$ cat src/verilog/board_status_pkg.sv
// Constants and carrier types for the board status, control and reset logic
package board_status_pkg;

  // ----------------------------------------------------------------
  // Address map
  // ----------------------------------------------------------------
  localparam logic [31:0] STATUS_BASE      = 32'hfff80000;
  localparam logic [31:0] STATUS_SPAN_MASK = 32'hfffe0000;
  localparam logic [31:0] POWERON_ANY_LO   = 32'hfffd0000;
  localparam logic [31:0] POWERON_ANY_HI   = 32'hfffdffff;
  localparam logic [31:0] POWERON_WR_LO    = 32'hfffa0000;
  localparam logic [31:0] POWERON_WR_HI    = 32'hfffcffff;

  // ----------------------------------------------------------------
  // Field positions in the status byte and the pin port
  // ----------------------------------------------------------------
  localparam int STAT_ACFAIL  = 7;
  localparam int STAT_CTRL    = 6;
  localparam int STAT_POWERON = 5;
  localparam int OPT_BITS     = 5;
  localparam int PIN_RTS      = 0;
  localparam int PIN_RBERR    = 1;
  localparam int PIN_LTO      = 2;
  localparam int PIN_CTS      = 3;
  localparam int PIN_GATE     = 4;
  localparam int PIN_FAULT    = 5;
  localparam int PIN_OUTREQ   = 6;
  localparam int PIN_SYSFAIL  = 7;
  localparam int IRQ_LINES    = 7;

  // ----------------------------------------------------------------
  // Reset values and timing
  // ----------------------------------------------------------------
  localparam logic       POWERON_FLAG_RESET = 1'b0;
  localparam logic       OUTREQ_RESET       = 1'b0;
  localparam logic [1:0] GUARD_RESET        = 2'h3;
  localparam int         CLK_PERIOD_NS      = 20;
  localparam int         RESET_HOLD_NS      = 1000;
  localparam int         RESET_HOLD_CYCLES  = (RESET_HOLD_NS + CLK_PERIOD_NS - 1) / CLK_PERIOD_NS;

  typedef enum logic [1:0] {
    PH_IDLE = 2'b00,
    PH_WAIT = 2'b01,
    PH_HOLD = 2'b10
  } reset_phase_type;

  // Raw board pins, all asynchronous to sys_clk
  typedef struct packed {
    logic                debug_request_to_send_in_n;
    logic                acfail_n;
    logic                sysfail_n;
    logic                sysreset_n;
    logic                reset_switch_n;
    logic                remote_reset_in_n;
    logic                watchdog_jumper;
    logic                controller_jumper_flag;
    logic [OPT_BITS-1:0] option_jumper_bits;
  } board_pins_type;

  localparam board_pins_type PINS_IDLE = 13'h1fe0;

  // Processor access to the shared 16-bit port and decode window
  typedef struct packed {
    logic        strobe;
    logic        write;
    logic        word;
    logic [31:0] addr;
    logic [15:0] wdata;
  } cpu_req_type;

  // Same-clock events from the bus and peripheral logic
  typedef struct packed {
    logic own_berr;
    logic rmw_lock;
    logic local_timeout;
    logic irq_raise;
    logic irq_ack;
    logic between_cycles;
    logic reset_instr;
    logic timer_b_out;
  } bus_events_type;

endpackage

$ cat src/verilog/sync_2ff.sv
// Two-flop synchroniser for a bundle of asynchronous levels
`timescale 1ns/1ps
module sync_2ff #(
  parameter int               WIDTH     = 1,
  parameter logic [WIDTH-1:0] RESET_VAL = '0
) (
  // Clock and reset
  input  wire logic             sys_clk,
  input  wire logic             rst,
  input  wire logic             clk_en,
  // Levels
  input  wire logic [WIDTH-1:0] async_in,
  output logic      [WIDTH-1:0] sync_out
);

  logic [WIDTH-1:0] meta;

  // First stage feeds only the second
  always_ff @(posedge sys_clk or posedge rst) begin
    if (rst) begin
      meta     <= RESET_VAL;
      sync_out <= RESET_VAL;
    end else if (clk_en) begin
      meta     <= async_in;
      sync_out <= meta;
    end
  end

endmodule // sync_2ff

$ cat src/verilog/hold_stretch.sv
// Holds a reset output for a fixed number of cycles after a start pulse
`timescale 1ns/1ps
module hold_stretch #(
  parameter int HOLD = 50
) (
  // Clock and reset
  input  wire logic sys_clk,
  input  wire logic rst,
  input  wire logic clk_en,
  // Control
  input  wire logic start,
  output logic      active
);

  localparam int CW = $clog2(HOLD + 1);
  localparam logic [CW-1:0] LOAD = CW'(HOLD - 1);

  logic [CW-1:0] cnt;

  // Load on start, count down while active
  always_ff @(posedge sys_clk or posedge rst) begin
    if (rst) begin
      active <= 1'b0;
      cnt    <= '0;
    end else if (clk_en) begin
      if (start) begin
        active <= 1'b1;
        cnt    <= LOAD;
      end else if (active) begin
        if (cnt == '0) begin
          active <= 1'b0;
        end else begin
          cnt <= cnt - CW'(1);
        end
      end
    end
  end

endmodule // hold_stretch

$ cat src/verilog/board_status_reset_control.sv
// Board status byte, pin-port glue and reset arbitration
//
// How it works
// Power-up, switch, watchdog, remote reset reset all; controller also drives system reset.
// Incoming system reset resets everything but is never driven back.
// Processor reset instruction resets only the serial controller and peripheral.
// Every reset waits until the processor is between bus cycles.
// With watchdog jumper fitted, timer B rising resets board, system reset if controller.
// Status byte on upper lane, peripheral on lower lane of one 16-bit port.
// Status answers byte and word reads; word reads place it on upper lanes.
// Status ignores writes, never latches or interrupts; writes still reach the peripheral.
// Bit 15 is 1 while AC-fail is low; also sent to interrupt handler.
// Bit 14 is 1 when board is system controller.
// Power-on flag cleared by power-up; bit 13 on words, bit 5 on bytes.
// Power-on flag set by access in FFFDxxxx or writes in FFFA0000-FFFCFFFF.
// Bits 12 to 8 read 0 for fitted option jumper, 1 when open.
// Five pins are status inputs, three controls; unprogrammed controls read high.
// Pin bit 0 reads 1 while debug request-to-send is low.
// Pin bit 1 pulses low during own bus error or lock cycle.
// Pin bit 2 pulses high during local timeout or lock cycle.
// Debug clear-to-send is high only when pin bit 3 is driven 0.
// Pin bit 4 high or input blocks the processor interrupt request lines, but not the AC-fail interrupt.
// Pin bit 5 high or input lights fault, drives system-fail if not controller.
// Pin bit 6 is the outbound request flag, cleared by ack and reset.
// Pin bit 7 reads 1 while system-fail is low, so transitions can latch.
// Reset sources are synchronised and the reset is held a minimum cycle count.
`timescale 1ns/1ps
module board_status_reset_control
  import board_status_pkg::*;
#(
  parameter int HOLD_CYCLES = board_status_pkg::RESET_HOLD_CYCLES
) (
  // Clock, reset and enable
  input  wire logic                             sys_clk,
  input  wire logic                             rst,
  input  wire logic                             clk_en,
  // Asynchronous board pins
  input  wire board_status_pkg::board_pins_type pins_in,
  // Processor port
  input  wire board_status_pkg::cpu_req_type    cpu_req,
  output logic [15:0]                           cpu_rdata,
  output logic                                  cpu_rvalid,
  // Peripheral side of the shared port
  input  wire logic [7:0]                       periph_rdata,
  output logic                                  periph_sel,
  output logic                                  periph_write,
  output logic [7:0]                            periph_wdata,
  // Peripheral general pins
  input  wire logic [7:0]                       gpio_out,
  input  wire logic [7:0]                       gpio_oe,
  output logic [7:0]                            general_pin_port,
  // Same-clock bus events
  input  wire board_status_pkg::bus_events_type bus_ev,
  // Interrupt gating
  input  wire logic [board_status_pkg::IRQ_LINES-1:0] irq_req_in,
  output logic [board_status_pkg::IRQ_LINES-1:0]      cpu_irq_out,
  output logic                                  acfail_irq_out,
  // Resets
  output logic                                  board_reset_out,
  output logic                                  periph_reset_out,
  output logic                                  sysreset_o,
  output logic                                  sysreset_oe,
  // Indicators and backplane fail
  output logic                                  debug_clear_to_send_out,
  output logic                                  interrupt_gate_n,
  output logic                                  board_fault_out,
  output logic                                  sysfail_o,
  output logic                                  sysfail_oe
);

  import board_status_pkg::*;

  // ----------------------------------------------------------------
  // State
  // ----------------------------------------------------------------
  typedef struct packed {
    reset_phase_type              phase;
    logic                         pend_full;
    logic                         pend_soft;
    logic                         pend_sys;
    logic                         pend_pwr;
    logic                         drive_sys;
    logic [1:0]                   guard;
    logic                         timer_b_q;
    logic                         poweron_flag_n;
    logic                         out_req;
    logic [15:0]                  rdata;
    logic                         rvalid;
    logic                         psel;
    logic                         pwrite;
    logic [7:0]                   pwdata;
    logic [7:0]                   pins;
    logic                         cts;
    logic                         gate_n;
    logic                         fault;
    logic                         fail_oe;
    logic [IRQ_LINES-1:0]         irq;
    logic                         acfail_irq;
  } state_type;

  localparam state_type STATE_RESET = '{
    phase:          PH_IDLE,
    pend_full:      1'b1,
    pend_soft:      1'b0,
    pend_sys:       1'b0,
    pend_pwr:       1'b1,
    drive_sys:      1'b0,
    guard:          GUARD_RESET,
    timer_b_q:      1'b0,
    poweron_flag_n: POWERON_FLAG_RESET,
    out_req:        OUTREQ_RESET,
    rdata:          16'h0000,
    rvalid:         1'b0,
    psel:           1'b0,
    pwrite:         1'b0,
    pwdata:         8'h00,
    pins:           8'hff,
    cts:            1'b0,
    gate_n:         1'b1,
    fault:          1'b1,
    fail_oe:        1'b0,
    irq:            '0,
    acfail_irq:     1'b0
  };

  state_type      st;
  state_type      next_st;
  board_pins_type ps;
  logic           start_full;
  logic           start_soft;
  logic           full_active;
  logic           soft_active;
  logic           poweron_hit;

  // Address window test, used for both power-on ranges
  function automatic logic in_range(input logic [31:0] a, input logic [31:0] lo, input logic [31:0] hi);
    in_range = (a >= lo) && (a <= hi);
  endfunction

  // ----------------------------------------------------------------
  // Pin synchronisers and reset stretchers
  // ----------------------------------------------------------------
  // synchronise sources
  sync_2ff #(
    .WIDTH     ($bits(board_pins_type)),
    .RESET_VAL (PINS_IDLE)
  ) u_pin_sync (
    .sys_clk  (sys_clk),
    .rst      (rst),
    .clk_en   (clk_en),
    .async_in (pins_in),
    .sync_out (ps)
  );

  // fixed hold length
  hold_stretch #(
    .HOLD (HOLD_CYCLES)
  ) u_full_hold (
    .sys_clk (sys_clk),
    .rst     (rst),
    .clk_en  (clk_en),
    .start   (start_full),
    .active  (full_active)
  );

  hold_stretch #(
    .HOLD (HOLD_CYCLES)
  ) u_soft_hold (
    .sys_clk (sys_clk),
    .rst     (rst),
    .clk_en  (clk_en),
    .start   (start_soft),
    .active  (soft_active)
  );

  // ----------------------------------------------------------------
  // Next-state logic
  // ----------------------------------------------------------------
  always_comb begin
    logic [7:0] stat_byte;
    logic [7:0] eff;
    logic       hit_status;
    logic       ext_full;
    logic       sys_in;
    logic       wdog_edge;
    stat_byte   = 8'h00;
    eff         = 8'h00;
    hit_status  = 1'b0;
    ext_full    = 1'b0;
    sys_in      = 1'b0;
    wdog_edge   = 1'b0;
    next_st     = st;
    start_full  = 1'b0;
    start_soft  = 1'b0;
    poweron_hit = 1'b0;
    next_st.rvalid = 1'b0;
    next_st.psel   = 1'b0;

    // watchdog on timer B rising edge
    wdog_edge = bus_ev.timer_b_out && !st.timer_b_q && ps.watchdog_jumper;
    next_st.timer_b_q = bus_ev.timer_b_out;
    // local full-reset sources
    ext_full = !ps.reset_switch_n || !ps.remote_reset_in_n || wdog_edge;
    // incoming system reset, own echo masked
    sys_in = !ps.sysreset_n && !st.drive_sys && (st.guard == 2'h0);

    // wait for gap between cycles
    unique case (st.phase)
      PH_IDLE: begin
        if ((st.pend_full || st.pend_soft) && (st.guard == 2'h0)) begin
          next_st.phase = PH_WAIT;
        end
      end
      PH_WAIT: begin
        if (bus_ev.between_cycles) begin
          start_full = st.pend_full;
          // soft reset hits the peripherals only
          start_soft = st.pend_soft || st.pend_full;
          // controller drives system reset
          next_st.drive_sys = st.pend_sys || (st.pend_pwr && ps.controller_jumper_flag);
          // power-up clears the flag
          if (st.pend_pwr) begin
            next_st.poweron_flag_n = 1'b0;
          end
          next_st.pend_full = 1'b0;
          next_st.pend_soft = 1'b0;
          next_st.pend_sys  = 1'b0;
          next_st.pend_pwr  = 1'b0;
          next_st.phase     = PH_HOLD;
        end
      end
      PH_HOLD: begin
        if (!full_active) begin
          next_st.drive_sys = 1'b0;
        end
        if (!full_active && !soft_active) begin
          next_st.phase = PH_IDLE;
        end
      end
      default: begin
        next_st.phase = PH_IDLE;
      end
    endcase

    // New requests win over the clear above
    if (ext_full || sys_in) begin
      next_st.pend_full = 1'b1;
    end
    if (ext_full && ps.controller_jumper_flag) begin
      next_st.pend_sys = 1'b1;
    end
    if (bus_ev.reset_instr) begin
      next_st.pend_soft = 1'b1;
    end

    // Echo guard after our own system reset drive
    if (st.drive_sys && !next_st.drive_sys) begin
      next_st.guard = GUARD_RESET;
    end else if (st.guard != 2'h0) begin
      next_st.guard = st.guard - 2'h1;
    end

    // power-on flag set, wins over clear
    poweron_hit = cpu_req.strobe && (in_range(cpu_req.addr, POWERON_ANY_LO, POWERON_ANY_HI) ||
                  (cpu_req.write && in_range(cpu_req.addr, POWERON_WR_LO, POWERON_WR_HI)));
    if (poweron_hit) begin
      next_st.poweron_flag_n = 1'b1;
    end

    // status byte assembly
    stat_byte[STAT_ACFAIL]          = !ps.acfail_n;
    // controller jumper
    stat_byte[STAT_CTRL]            = ps.controller_jumper_flag;
    // power-on flag position
    stat_byte[STAT_POWERON]         = st.poweron_flag_n;
    // option jumpers
    stat_byte[OPT_BITS-1:0]         = ps.option_jumper_bits;

    // shared port decode
    hit_status = cpu_req.strobe && ((cpu_req.addr & STATUS_SPAN_MASK) == STATUS_BASE);
    if (hit_status) begin
      if (!cpu_req.write) begin
        next_st.rvalid = 1'b1;
        // word on upper lanes, byte in both
        if (cpu_req.word) begin
          next_st.rdata = {stat_byte, periph_rdata};
        end else if (cpu_req.addr[0]) begin
          next_st.rdata = {8'h00, periph_rdata};
        end else begin
          next_st.rdata = {stat_byte, stat_byte};
        end
      end
      // writes pass to the peripheral only
      next_st.psel   = cpu_req.write || cpu_req.word || cpu_req.addr[0];
      next_st.pwrite = cpu_req.write;
      next_st.pwdata = (cpu_req.word || cpu_req.addr[0]) ? cpu_req.wdata[7:0] : cpu_req.wdata[15:8];
    end

    // undriven controls pulled high
    eff = (gpio_out & gpio_oe) | ~gpio_oe;
    // clear-to-send
    next_st.cts     = !eff[PIN_CTS];
    // interrupt gate
    next_st.gate_n  = eff[PIN_GATE];
    next_st.irq     = eff[PIN_GATE] ? '0 : irq_req_in;
    // fault lamp and system-fail
    next_st.fault   = eff[PIN_FAULT];
    next_st.fail_oe = eff[PIN_FAULT] && !ps.controller_jumper_flag;
    next_st.acfail_irq = !ps.acfail_n;

    // outbound request flag, set wins
    if (bus_ev.irq_ack || start_full) begin
      next_st.out_req = 1'b0;
    end
    if (bus_ev.irq_raise) begin
      next_st.out_req = 1'b1;
    end

    // debug request-to-send
    next_st.pins[PIN_RTS]     = !ps.debug_request_to_send_in_n;
    // remote bus error pulse
    next_st.pins[PIN_RBERR]   = !(bus_ev.own_berr || bus_ev.rmw_lock);
    // local timeout pulse
    next_st.pins[PIN_LTO]     = bus_ev.local_timeout || bus_ev.rmw_lock;
    next_st.pins[PIN_CTS]     = eff[PIN_CTS];
    next_st.pins[PIN_GATE]    = eff[PIN_GATE];
    next_st.pins[PIN_FAULT]   = eff[PIN_FAULT];
    next_st.pins[PIN_OUTREQ]  = next_st.out_req;
    // system-fail status
    next_st.pins[PIN_SYSFAIL] = !ps.sysfail_n;
  end

  // State register
  always_ff @(posedge sys_clk or posedge rst) begin
    if (rst) begin
      st <= STATE_RESET;
    end else if (clk_en) begin
      st <= next_st;
    end
  end

  // ----------------------------------------------------------------
  // Outputs
  // ----------------------------------------------------------------
  assign cpu_rdata               = st.rdata;
  assign cpu_rvalid              = st.rvalid;
  assign periph_sel              = st.psel;
  assign periph_write            = st.pwrite;
  assign periph_wdata            = st.pwdata;
  assign general_pin_port        = st.pins;
  assign cpu_irq_out             = st.irq;
  assign acfail_irq_out          = st.acfail_irq;
  assign board_reset_out         = full_active;
  assign periph_reset_out        = soft_active;
  assign sysreset_o              = 1'b0;
  // drive only for local sources
  assign sysreset_oe             = st.drive_sys;
  assign debug_clear_to_send_out = st.cts;
  assign interrupt_gate_n        = st.gate_n;
  assign board_fault_out         = st.fault;
  assign sysfail_o               = 1'b0;
  assign sysfail_oe              = st.fail_oe;

  // ----------------------------------------------------------------
  // Assertions
  // ----------------------------------------------------------------
  logic [15:0] hold_len;

  // Length of the current full reset
  always_ff @(posedge sys_clk or posedge rst) begin
    if (rst) begin
      hold_len <= 16'h0000;
    end else if (clk_en) begin
      hold_len <= full_active ? hold_len + 16'h0001 : 16'h0000;
    end
  end
endmodule // board_status_reset_control

$ cat config.mk
export PLATFORM = sky130hd
export DESIGN_NAME = board_status_reset_control
export DESIGN_NICKNAME = d
export VERILOG_FILES = /design/src/verilog/board_status_pkg.sv /design/src/verilog/sync_2ff.sv /design/src/verilog/hold_stretch.sv /design/src/verilog/board_status_reset_control.sv
export SDC_FILE = /design/constraint.sdc
export NUM_CORES = 1
export LEC_CHECK = 0
export ABC_CLOCK_PERIOD_IN_PS = 2700
export BUFFER_PORTS_ARGS = -buffer_cell sky130_fd_sc_hd__buf_2
export CAP_MARGIN = 20
export CELL_PAD_IN_SITES_DETAIL_PLACEMENT = 0
export CELL_PAD_IN_SITES_GLOBAL_PLACEMENT = 1
export CORE_MARGIN = 5
export CORE_UTILIZATION = 35
export CTS_CLUSTER_SIZE = 24
export DETAILED_ROUTE_END_ITERATION = 7
export GPL_ROUTABILITY_DRIVEN = 0
export GPL_TIMING_DRIVEN = 1
export PLACE_DENSITY_LB_ADDON = 0.1
export SETUP_SLACK_MARGIN = 0.15
export SYNTH_ARGS = -nofsm -noshare
export SYNTH_HDL_FRONTEND = slang
export SYNTH_SLANG_ARGS = --single-unit
$ cat constraint.sdc
create_clock -name sys_clk -period 2.7 [get_ports sys_clk]
set_clock_uncertainty 0.05 [all_clocks]
set_input_delay 0.405 -clock sys_clk [delete_from_list [all_inputs] [get_ports sys_clk]]
set_output_delay 0.405 -clock sys_clk [all_outputs]
set_load 0.01 [all_outputs]
# Word-level counts from Yosys, hierarchy flattened
# Index checks and enable logic that the tools add are counted.
[totals]
register_bits = 99
inputBits = 106
output_inout_bits = 52
elab_cells = 156
[op_classes]
n_addsub = 3
magnitude_cmp = 4
n_eq_ne = 8
mux = 40
bitwise = 4
reduce_logical = 69
[ops]
columns = ["operator", "n"]
rows = [
  ["greater-or-equal comparator 32 bit, second input constant", 2],
  ["less-or-equal comparator 32 bit, second input constant", 2],
  ["two-way mux 6 bit", 6],
  ["two-way mux 16 bit", 2],
  ["nonzero test 2 bit", 13],
  ["two-way mux 1 bit", 21],
  ["AND reduction 3 bit", 7],
  ["equality test 15 bit, second input constant", 1],
  ["logical AND 1 bit", 15],
  ["zero test 1 bit", 14],
  ["two-way mux 7 bit", 2],
  ["zero test 6 bit", 2],
  ["logical OR 1 bit", 12],
  ["subtractor 6 x 1 -> 6 bit, second input constant", 2],
  ["two-way mux 11 bit", 1],
  ["inequality test 2 bit, second input constant", 5],
  ["two-way mux 2 bit", 4],
  ["two-way mux 8 bit", 1],
  ["AND reduction 4 bit", 2],
  ["bitwise AND 6 bit", 1],
  ["inverter 6 bit", 1],
  ["bitwise OR 6 bit", 1],
  ["one-hot mux 2 bit (3 select lines)", 1],
  ["zero test 2 bit", 2],
  ["7 further kinds", 8],
]

# Logic depth before layout (Yosys ltp)
# Gate-level depths: netlist (run 1).
[logic_depth]
depth_word = 8
ltp_mapped = 7
ltp_nobuf = 6

# Modules after synthesis
# From an unflattened synthesis (run 1), not the netlist that was laid out.
[unflattened]
hier_cells = 455
area_unflattened_um2 = 4903.5
[modules_own_cells]
columns = ["module", "instances", "cells_each", "area_each_um2", "seq_area_each_um2"]
rows = [
  ["board_status_reset_control", 1, 307, 2964.1, 1441.4],
  ["sync_2ff", 1, 56, 1093.5, 670.6],
  ["hold_stretch", 2, 46, 422.9, 175.2],
]

# Least setup slack after synthesis (run 1)
# No wires, ideal clock.
[synth_timing]
kind = "input to register"
start = "input cpu_req[50] (netlist name)"
end = "register st, in the netlist cpu_rdata[0]"
setup_ps = 125
arrival_ps = 2007
t_required_ps = 2525
slack_ps = 518
path_stages = 6
n_path_buf = 2
path_cell_list = "nand4_1 > or4_1 > or4_1 > buf_6 > buf_12 > mux2_4"
[synth_via]
elab_chain_cells = 2
[synth_rtl]
columns = ["element", "line_no", "source"]
rows = [
  ["start: declaration", "board_status_reset_control.sv:40", "input wire board_status_pkg::cpu_req_type cpu_req,"],
  ["logical AND 1 bit", "board_status_reset_control.sv:280", "hit_status = cpu_req.strobe && ((cpu_req.addr & STATUS_SPAN_MASK) == STATUS_BASE);"],
  ["AND reduction 3 bit (no line)", "--", ""],
  ["end signal: assignment", "board_status_reset_control.sv:338", "st <= next_st;"],
  ["end: declaration", "board_status_reset_control.sv:126", "state_type st;"],
]
# Every way passes these cells.
# A chain may end at the register's enable or synchronous reset.

# Worst setup path after layout (run 1)
[layout_timing]
start = "input cpu_req[39] (netlist name)"
end = "register st, in the netlist cpu_rdata[0]"
[layout_via]
elab_chain_cells = 3
[layout_rtl]
columns = ["element", "line_no"]
rows = [
  ["equality test 15 bit", "board_status_reset_control.sv:280"],
  ["logical AND 1 bit", "board_status_reset_control.sv:280"],
  ["AND reduction 3 bit (no line)", "--"],
]
# Every way passes these cells.

==> out/summary.md, run 1 <==
The run finished with clean final reports. Setup repair after global routing left no endpoint under its margin. Power spread over the standard cell area amounts to 715 nW/um^2. After detailed routing, the number of remaining DRC violations is 0. In the layout the commonest cells are sky130_fd_sc_hd__buf_2 (130), sky130_fd_sc_hd__dfrtp_1 (69), sky130_fd_sc_hd__mux2_2 (61). For this design the static power due to leakage is 2.73 nW.

After clock tree synthesis, the clock-pin slew on the worst setup and hold paths is 70 ps. The core region is 13200 um^2. For the sum of negative setup slack, the log shows 0 ps.

The worst register-to-register path ends at u_full_hold.cnt[1]. The final layout net count is 618. The kind of critical path was in2reg. The fraction of layout instances using a drive strength above 1 came out at 0.473.

Counting every instance in the synthesized netlist gives 410. STA puts the critical path data required time at 2880 ps. Summing every instance area after synthesis gives 4720 um^2.

The first global-routing pass estimated 16700 um of wire. Once the clock tree was built, the resizer swapped 0 gates to a different size. Across the VDD grid, the largest voltage drop is 0.349 mV.

The met1 track utilization from global routing was 0.175; the number of cell instances on the worst register-to-register path was 6. In this run, the number of DRC markers left after iteration 0 of detailed routing was 184. The most prevalent standard cell on the critical path is sky130_fd_sc_hd__or4_1.

The top achievable clock speed came out at 504 MHz. For the worst-skew pair, the clock arrives at the later sink with an insertion delay of 340 ps. Wires add up to 10100 um. The sequential-to-total area share from yosys stat came out at 0.522. For this design, the CTS-stage hold fixing added 0 buffers. The area of combinational cells with multiple inputs was 1780 um^2. The library cell used most frequently in the layout, excluding fill and tap cells, is sky130_fd_sc_hd__buf_2. The worst setup path is captured at a register. The placed instances occupy a cell area of 5290 um^2. The top-level port count is 158, and the maximum single-stage delay on the critical path is 590 ps. The tree built by TritonCTS fans out to 97 sinks. The repair_antennas step left the layout with diodes totalling 0. For the pin with the worst max-slew slack, the measured transition is 576 ps.

The run gives 0 as the max-slew violation count. Count of distinct cell types in the synthesized netlist: 47. TritonCTS built the clock tree. Once the clock tree was built, the setup fixing pass inserted 0 buffers. Traced cell by cell, the critical path runs through buf_2 -> nand4_1 -> or4_1 -> or4_1 -> buf_4 -> mux2_4.

The ratio of final minimum period to clock period is 0.735. In this run the worst setup path begins at cpu_req[39]. The overall die height came out at 126 um.

Clock tree synthesis selected as its root buffer the cell sky130_fd_sc_hd__clkbuf_16. The worst register-to-register path has a setup slack of 960 ps. The starting density of the core is 0.356. The count of endpoints failing setup in the final report was 0; the synthesis-to-finish area growth was 18.1%. The category of cells accounting for the largest share of critical-path delay is simple AND/OR/NAND/NOR gates. For the leftover overflow at the end of global routing, the log shows 0. Using the TritonRoute via totals, the vias-per-cell ratio works out to 4.62.

The overall track demand over capacity in global routing is 0.132. In the synthesized netlist the dominant register cell turns out to be sky130_fd_sc_hd__dfrtp_1. For the area taken by flip-flops and latches, the log shows 2460 um^2. The count of flip-flops with a built-in enable after synthesis was 0.

In this run the deepest clock path goes through 2 buffers. Met2 layer usage reported by global route: 0.201. Clock tree synthesis inserted a total of 9 buffers. The H-tree was split into 3 levels.

The number of buffers and inverters on the critical path is 2. The detailed-route wire length per cell was 14.7 um. The fraction of synthesis flops using an asynchronous set or reset pin is 1.00, and the headroom to the max-slew limit is 0.613.

The routed layout has 3170 vias. The number of register bits inferred by synthesis was 97. Summed over all nets, the half-perimeter wirelength after detailed placement is 7560 um. Once layout is done, the placed cells without fillers occupy 5570 um^2.

Entering global routing, the biggest net connects 41 pins. Worst hold-check path type: in2async. The run gives 0 as the total count of hold-check failures in the final report.

The beginning of the worst register-to-register path is st[58]. The overall die width came out at 126 um. The number of inserted filler cells in the final layout is 1342, and the biggest fanout along the worst timing path is 17. The number of antenna violations at the first check in global routing is 0, and the clock period minus worst slack is 1980 ps. For the worst endpoint data arrival time, the log shows 2160 ps. For this design, the slowest cell found on the critical path is sky130_fd_sc_hd__or4_1. Once detail routing completed, the nets flagged for antenna violations numbered 0. For the number of global-route vias before repair, the log shows 3265. The area enclosed by the die boundary was 15900 um^2; the iteration count of the initial detailed-routing pass was 4. The mean instance size in the synthesized netlist is 11.5 um^2, and the count of buffers inserted at the top-level ports is 130. After global routing, the most crowded layer is met2. The tools report the met3 usage as 0.0580. STA classifies the critical path startpoint as an input pin. The count of synthesis-stage warnings from yosys is 0, and the number of max-capacitance violations reported is 0. The floorplan has 42 rows.
Yosys cell counts, drive strengths merged, types with 3 or more instances:
cell type / number / share of area
clkbuf: 10 / 0.0080
nand2: 36 / 0.029
nand3: 6 / 0.0064
dfstp: 28 / 0.16
ha: 7 / 0.019
o21ai: 13 / 0.014
xor2: 5 / 0.0093
inv: 21 / 0.017
a21o: 3 / 0.0048
and2: 3 / 0.0040
nand2b: 3 / 0.0040
o2bb2ai: 8 / 0.015
nor3: 3 / 0.0032
buf: 46 / 0.076
o31ai: 3 / 0.0048
nor2: 22 / 0.018
o2111ai: 4 / 0.0074
mux2: 63 / 0.15
nand4: 3 / 0.0040
mux2i: 8 / 0.017
a22o: 3 / 0.0056
nor2b: 4 / 0.0053
dfrtp: 69 / 0.37
a21oi: 12 / 0.013
state kept, by name, summed over array words and instances, names as in the netlist, 6 cells and up:
name and cells:
st 11, u_pin_sync.sync_out 13, cpu_irq_out 7, periph_wdata 8
general_pin_port 8, cpu_rdata 16, u_soft_hold.cnt 6, u_full_hold.cnt 6
u_pin_sync.meta 13
worst max-delay path by stage:
stage	endpoint	slack, ps	depth (start not counted)
after floorplan	cpu_rdata[0]	520	6
after global placement	cpu_rdata[0]	370	6
after detailed placement	cpu_rdata[0]	350	6
after CTS	cpu_rdata[15]	720	6
after global routing	cpu_rdata[15]	680	6
final	cpu_rdata[0]	720	6
per-stage QoR:
stage | power (mW) | util | setup slack [ps] | std cells | hold slack (ps)
finish | 3.98 | 0.421 | 717 | 686 | 59.2
global route | 4.26 | 0.421 | 680 | 686 | 76.1
CTS | 4.06 | 0.421 | 724 | 686 | 65.9
detailed placement | 2.79 | 0.400 | 352 | 670 | 418
global placement | 2.76 | 0.400 | 370 | 670 | 414
floorplan | 2.52 | - | 518 | 411 | 406
metal layers:
metal	part of all wire	routed length [um]
met1	0.46	4650
met2	0.45	4530
met3	0.081	816
met4	0.011	109
met5	0	0
layout make-up:
cell class                 instances  area share
clock buffer                      15      0.0445
multi-input combinational        237       0.320
clock inverter                     1     0.00539
timing repair buffer             139       0.133
tap                              176      0.0395
inverter                          21      0.0148
sequential                        97       0.442
report_power, final:
group	switching (mW)	internal, mW	leakage (nW)	total, mW
clock network	0.513	0.721	0.132	1.23
logic	0.437	0.418	1.46	0.855
registers	0.178	1.72	1.14	1.90
total	1.13	2.86	2.73	3.98
worst register-to-register path, cell delays in order (launching register included):
cell                      delay, ps
sky130_fd_sc_hd__dfrtp_1        390
sky130_fd_sc_hd__inv_1           90
sky130_fd_sc_hd__ha_1           230
sky130_fd_sc_hd__and3_1         260
sky130_fd_sc_hd__nand2_1        150
sky130_fd_sc_hd__nand2_1        120
sky130_fd_sc_hd__mux2_2         330
cells by family (layout without fill, tap and decap cells):
family                     Yosys count  in the layout  synth area share
other                                1              2          0.000795
DFF                                 97             97             0.522
and+or+nand+nor                     93             93            0.0928
adders and majority gates            7              7            0.0186
xor gates and xnor gates             7              7            0.0130
buffers and inverters               77            176             0.101
AOI/OAI and AO/OA                   57             57            0.0833
muxes                               71             71             0.169
(Power assumes the default switching activity.)
==> run 2, diff against run 1 <==
--- a/config.mk
+++ b/config.mk
@@ -5,7 +5,7 @@
 export SDC_FILE = /design/constraint.sdc
 export NUM_CORES = 1
 export LEC_CHECK = 0
-export ABC_CLOCK_PERIOD_IN_PS = 2700
+export ABC_CLOCK_PERIOD_IN_PS = 1700
 export BUFFER_PORTS_ARGS = -buffer_cell sky130_fd_sc_hd__buf_2
 export CAP_MARGIN = 20
 export CELL_PAD_IN_SITES_DETAIL_PLACEMENT = 0
==> constraint.sdc (replaced) <==
create_clock -name sys_clk -period 1.7 [get_ports sys_clk]
set_clock_uncertainty 0.05 [all_clocks]
set_input_delay 0.255 -clock sys_clk [delete_from_list [all_inputs] [get_ports sys_clk]]
set_output_delay 0.255 -clock sys_clk [all_outputs]
set_load 0.01 [all_outputs]
==> run 2 against run 1 <==
Compared with the run above: the flow now finishes with violations (negative hold slack, negative setup slack); combinational power increased by 100%; via count grew 3.3%; final area grew 7.3%; critical path type unchanged; critical endpoint is now cpu_rdata[15].
==> out/summary.md, run 2 (same netlist as run 1, synthesis figures left out) <==
The flow ran to the end, but the final reports show violations. The final reports fail on negative hold slack, negative setup slack. Detailed routing inserted a total of 3275 vias. Detailed placement finished with a half-perimeter wire length of 7580 um.

The area of the core region is 13200 um^2, and the number of nets still failing antenna checks after routing is 0. The floorplan step defined a die boundary enclosing 15900 um^2. Measured in cells, the most critical reg-to-reg path has a length of 4.

Entering global routing, the biggest net connects 98 pins. In this run the register-to-register setup slack is 210 ps. The top achievable clock speed came out at 584 MHz. The post-route DRC violation count is 0. The worst hold path belongs to the class in2async. Dividing the detail-routed via count by the number of cells gives 4.62.

Setup repair after global routing could not meet its margin everywhere. The max-slew violation count is 0, and the number of levels the H-tree was split into is 3. TritonCTS built the clock tree. The kind of cell with the highest combined delay along the critical path is simple AND/OR/NAND/NOR gates. The most numerous cell type found on the critical path is sky130_fd_sc_hd__or4_4. Clock tree synthesis found a total of 97 sinks. In this run the number of cells on the critical path is 6. Clock tree synthesis inserted a total of 9 buffers.

The logs give 3376 for the number of global-route vias before repair and 340 ps for the clock insertion delay at the later pin of the skew report. The minimum setup slack in the final design came out at -13.7 ps. The sequential cells in the finished layout cover a total of 2460 um^2. The number of buffers and inverters on the critical path is 2. Clock tree synthesis selected as its root buffer the cell sky130_fd_sc_hd__clkbuf_16. The run gives 4 as the count of endpoints failing setup in the final report.

Max-cap violations in this run came to 0. The worst setup path is of the in2reg kind. Headroom to the max-slew limit: 0.632. The most critical setup path has its endpoint at cpu_rdata[15].

For the final routed database, the setup TNS stands at -32.0 ps. The count of buffers inserted at the top-level ports was 130; the smallest hold slack was -31.3 ps. The slew at the pin closest to its max-slew limit was 552 ps. The worst setup path is launched from an input pin.

The area of combinational cells with multiple inputs was 1900 um^2. The slowest stage of the critical path belongs to the cell sky130_fd_sc_hd__or4_4. The floorplan step set the die height to 126 um. Dividing total power by cell area gives a power density of 1190 nW/um^2. Measured along the x axis, the die boundary spans 126 um. Once placement finished, the instance area stood at 5440 um^2. IR analysis of the VDD net gives a maximum drop of 0.404 mV.

0 antenna diodes ended up in the layout. After the last flow step, the layout net total stands at 641. In this run, the number of DRC markers left after iteration 0 of detailed routing was 126.

Overall power consumption after layout is estimated at 7.10 mW. The clock period minus worst slack came out at 1710 ps. For the worst setup path, the data required time is 1880 ps. Most common cell after layout, fill and taps aside: sky130_fd_sc_hd__buf_2. The run gives 5980 um^2 as the post-route cell area. The global-route wire length before repair is 17300 um. Overall track demand over capacity in global routing: 0.136. After clock tree synthesis, the clock-pin slew on the worst setup and hold paths is 70 ps. After detailed routing, the average wire length per cell comes to 14.9 um. STA classifies the critical path endpoint as a register. The maximum single-stage delay on the critical path is 560 ps, and the row count is 42. The synthesis-to-finish area growth is 26.8%.

The beginning of the worst register-to-register path is u_full_hold.cnt[4]. The register with the most flip-flops in the layout has 16 of them. The first detailed-routing pass took 4 iterations. First element of the critical path: cpu_req[50]. The tools report the maximum number of buffers from clock root to sink as 2. Along the worst path, the maximum fanout reaches 15. The filler cells instantiated in the layout total 1310. The starting density of the core was 0.356. The total count of hold-check failures in the final report is 9, and the worst endpoint data arrival time is 1890 ps. The top-level port count is 158, and the leftover overflow at the end of global routing is 0. The run gives 0 as the number of antenna violations at the first check in global routing.

The critical path goes through buf_6 -> nand4_1 -> or4_4 -> or4_4 -> buf_12 -> mux2_4. Leaving out fill and tap cells, the most frequent cells in the layout are sky130_fd_sc_hd__buf_2 (127), sky130_fd_sc_hd__dfrtp_1 (69), sky130_fd_sc_hd__mux2_2 (61). Fraction of layout instances using a drive strength above 1: 0.544. The static power due to leakage is 2.91 nW, and the total wire length after detailed routing is 10500 um. The ratio of final minimum period to clock period works out to 1.01. The endpoint identified for the worst register-to-register timing path is u_full_hold.cnt[1].
run 2: cell types whose count changed in the layout (fill, tap and decap cells not counted), moves of 2 or more:
| cell | before | now |
|---|---|---|
| sky130_fd_sc_hd__o21ai_0 | 13 | 11 |
| sky130_fd_sc_hd__clkbuf_1 | 6 | 0 |
| sky130_fd_sc_hd__buf_6 | 0 | 4 |
| sky130_fd_sc_hd__ha_1 | 7 | 2 |
| sky130_fd_sc_hd__buf_12 | 2 | 4 |
| sky130_fd_sc_hd__inv_1 | 20 | 17 |
| sky130_fd_sc_hd__inv_2 | 0 | 3 |
| sky130_fd_sc_hd__buf_2 | 130 | 127 |
| sky130_fd_sc_hd__bufinv_16 | 1 | 3 |
| sky130_fd_sc_hd__ha_2 | 0 | 3 |
| sky130_fd_sc_hd__or4_1 | 2 | 0 |
| sky130_fd_sc_hd__buf_4 | 7 | 26 |
| sky130_fd_sc_hd__ha_4 | 0 | 2 |
| sky130_fd_sc_hd__or4_4 | 0 | 2 |
run 2: metal layers:
layer,share of wire,global-route usage
met2,0.47,0.216
met3,0.062,0.0360
met5,0,0
met1,0.45,0.176
met4,0.017,0.0530
run 2: worst min path at each step:
stage | startpoint | end | slack [ps] | cells past startpoint
2_1_floorplan | bus_ev[7] | general_pin_port[1] | 260 | 1
3_3_place_gp | bus_ev[7] | general_pin_port[1] | 350 | 2
3_5_place_dp | bus_ev[7] | general_pin_port[1] | 350 | 2
4_1_cts | bus_ev[6] | general_pin_port[1] | 10 | 2
5_1_grt | bus_ev[6] | general_pin_port[1] | 20 | 2
6_report | rst | periph_wdata[6] | -30 | 3
run 2: power by group:
part	leakage, nW	switching, mW	internal (mW)
combinational	1.60	0.833	0.907
clock	0.173	0.885	1.48
sequential	1.14	0.273	2.72
run 2: metrics by stage:
step,setup WS [ps],util,instances
6_report,-13.7,0.452,709
5_1_grt,-67.3,0.452,709
4_1_cts,-12.0,0.446,705
3_5_place_dp,-471,0.410,687
3_3_place_gp,-458,0.410,687
2_1_floorplan,-332,-,411
run 2: worst min-delay path: stages:
cell and delay (ps):
sky130_fd_sc_hd__buf_2 110, sky130_fd_sc_hd__clkinvlp_4 70, sky130_fd_sc_hd__buf_12 370
run 2: timing repair:
| action | CTS | global route |
|---|---|---|
| endpoints found under the hold margin | 1 | 0 |
| setup endpoints to repair | 27 | 28 |
| gates resized for setup | 19 | 14 |
| hold buffers | 1 | 0 |
| pin swaps | 0 | 6 |
| buffers inserted | 1 | 4 |
run 2: layout make-up:
class / count / area share
Tap cell: 176 / 0.0368
Multi-Input combinational cell: 237 / 0.317
Clock buffer: 10 / 0.0400
Sequential cell: 97 / 0.412
Inverter: 21 / 0.0138
Timing Repair Buffer: 162 / 0.162
Clock inverter: 6 / 0.0188
==> run 3, diff against run 2 <==
--- a/config.mk
+++ b/config.mk
@@ -17,6 +17,7 @@
 export GPL_ROUTABILITY_DRIVEN = 0
 export GPL_TIMING_DRIVEN = 1
 export PLACE_DENSITY_LB_ADDON = 0.1
+export REMOVE_ABC_BUFFERS = 1
 export SETUP_SLACK_MARGIN = 0.15
 export SYNTH_ARGS = -nofsm -noshare
 export SYNTH_HDL_FRONTEND = slang
==> run 3 against run 2 <==
Compared with the run above: the flow finishes with violations (negative setup slack); routed wire length up 4.1%; first-iteration DRC count up 22%; maximum frequency up 0.36%; via count up 1.8%; non-clock buffer count up 10; critical path depth unchanged; critical path type unchanged; sequential power about the same; utilization up 0.13 points; sequential share of layout area down 0.12 points.
==> out/summary.md, run 3 (same netlist as run 1, synthesis figures left out) <==
The run finished, with violations left. The final reports fail on negative setup slack. The logs give 719 for the final standard cell count with taps included and fillers excluded and 3335 for the number of vias after detailed routing.

Iteration count of the initial detailed-routing pass: 4. The starting density of the core was 0.356. TritonCTS built the clock tree. For the post-route DRC violation count, the log shows 0. Wires add up to 11000 um. 158 I/O pins were placed. In the routed layout, each cell is associated on average with a via count of 4.64. The top routing layer in use is met4.

The number of cells in the design after placement was 688; the count of buffers inserted at the top-level ports was 130. Summed over all layers, the global routing overflow is 0. The run gives 7840 um as the final HPWL from detailed placement. Across all hold checks on the routed design, the worst slack comes to 85.9 ps.

In the final routing, the length of wire on met1 measures 4930 um. The end-of-flow core utilization is 0.453. The number of max-capacitance violations reported came out at 0.

No sink is reached through more buffers than the 2 on the longest clock path. Power comes to 6.80 mW. IR analysis of the VDD net gives a maximum drop of 0.551 mV.

The overall die width is 126 um. The number of antenna cells inserted was 0; the overall track demand over capacity in global routing was 0.140. The tools report the total count of hold-check failures in the final report as 0. Setup violations remaining at the end of the flow were counted as 2. The minimum setup slack in the final design is -7.62 ps, and the fraction of layout instances using a drive strength above 1 is 0.543. Routed length on met3: 614 um. The min-delay analysis places its worst path in the category in2reg.

The worst setup slack after placement was -427 ps. Most common cell after layout, fill and taps aside: sky130_fd_sc_hd__buf_2. The kind of capture point of the worst setup path was a register. After clock tree synthesis, the clock-pin slew on the worst setup and hold paths is 70 ps. The register with the most flip-flops in the layout has 16 of them. The number of antenna violations at the first check in global routing was 0; the clock sink count was 97. Setup repair after global routing could not meet its margin everywhere. The biggest fanout along the worst timing path works out to 17. The number of nets still failing antenna checks after routing is 0. The initialized floorplan defines 42 standard-cell rows. The detailed-route wire length per cell came out at 15.2 um. At the end of the flow, the number of nets in the layout was 651. The tools report the kind of start point of the critical path as an input pin.

The synthesis-to-finish area growth is 27.1%, and the slew at the pin closest to its max-slew limit is 543 ps. Clock latency on the worst-skew pair, taken at its later pin, is 340 ps. Entering global routing, the biggest net connects 98 pins.

The floorplan step defined a die boundary enclosing 15900 um^2. The tools report the number of DRC markers in iteration 0 as 154. The max-slew violation count was 0; the worst endpoint data arrival time was 1900 ps.

The number of levels the H-tree was split into came out at 3. Instance area at placement: 5430 um^2. The number of global-route vias before repair was 3510; the ratio of final minimum period to clock period was 1.00. Headroom to the max-slew limit: 0.638. Setup total negative slack on the finished layout was measured at -15.2 ps. The global-route wire length before repair was 17900 um; the area of the core region was 13200 um^2. The overall die height works out to 126 um. The top cell types in the final layout, fill and taps aside, are sky130_fd_sc_hd__buf_2 (125), sky130_fd_sc_hd__dfrtp_1 (69), sky130_fd_sc_hd__mux2_2 (61). Timing would allow up to 586 MHz.

The kind of critical path is in2reg. The analysis attributes to cell leakage a power of 2.93 nW. Summing all non-filler instances in the final layout gives an area of 6000 um^2. Counting the buffers created by CTS gives 9. Required time of the critical path: 1890 ps.

The tools report the clock tree root buffer cell as sky130_fd_sc_hd__clkbuf_16. The wire length on met2 is 5300 um. The clock period minus worst slack works out to 1710 ps. Dividing total power by cell area gives a power density of 1130 nW/um^2.
[run 3: area by class of cell]
| class | instances | area (um^2) |
|---|---|---|
| multi-input cells | 237 | 1890 |
| fillers | 1320 | 7250 |
| clock buffers | 11 | 254 |
| repair buffers | 172 | 1050 |
| flip-flops and latches | 97 | 2460 |
| inverters | 21 | 81.3 |
| clock inverters | 5 | 42.5 |
| well taps | 176 | 220 |
[run 3: critical path, cell delays in order]
cell	delay, ps
sky130_fd_sc_hd__buf_2	80
sky130_fd_sc_hd__nand4_1	110
sky130_fd_sc_hd__or4_4	530
sky130_fd_sc_hd__or4_4	440
sky130_fd_sc_hd__buf_12	170
sky130_fd_sc_hd__mux2_4	290
[run 3: what timing repair did]
action	in CTS	in global routing
buffers inserted	2	10
cloned	0	0
hold buffers	3	0
pin swaps	2	5
endpoints found under the setup margin	25	27
hold endpoints to repair	23	0
gates resized for setup	14	19
[run 3: where the power goes]
group | internal (mW) | switching [mW] | leakage [nW]
clock | 1.10 | 0.919 | 0.143
sequential | 2.72 | 0.258 | 1.14
combinational | 0.944 | 0.858 | 1.65
total | 4.77 | 2.03 | 2.93
[run 3: worst paths after layout]
| path | to | slack [ps] | cells past startpoint | startpoint |
|---|---|---|---|---|
| max in group asynchronous | st[48] | 660 | 4 | rst |
| worst min register to register | general_pin_port[1] | 430 | 2 | general_pin_port[1] |
| worst min-delay path | u_pin_sync.meta[11] | 90 | 2 | pins_in[11] |
| worst max register to register | u_full_hold.cnt[5] | 180 | 4 | u_full_hold.cnt[2] |
| worst max-delay path | cpu_rdata[15] | -8 | 6 | cpu_req[42] |
| min in group asynchronous | cpu_irq_out[4] | 490 | 4 | rst |
[run 3: routing by layer]
metal,global-route usage,vias to the layer above
li1,-,1626
met1,0.181,1638
met2,0.218,62
met3,0.0572,9
met4,0.0397,0
met5,0,-
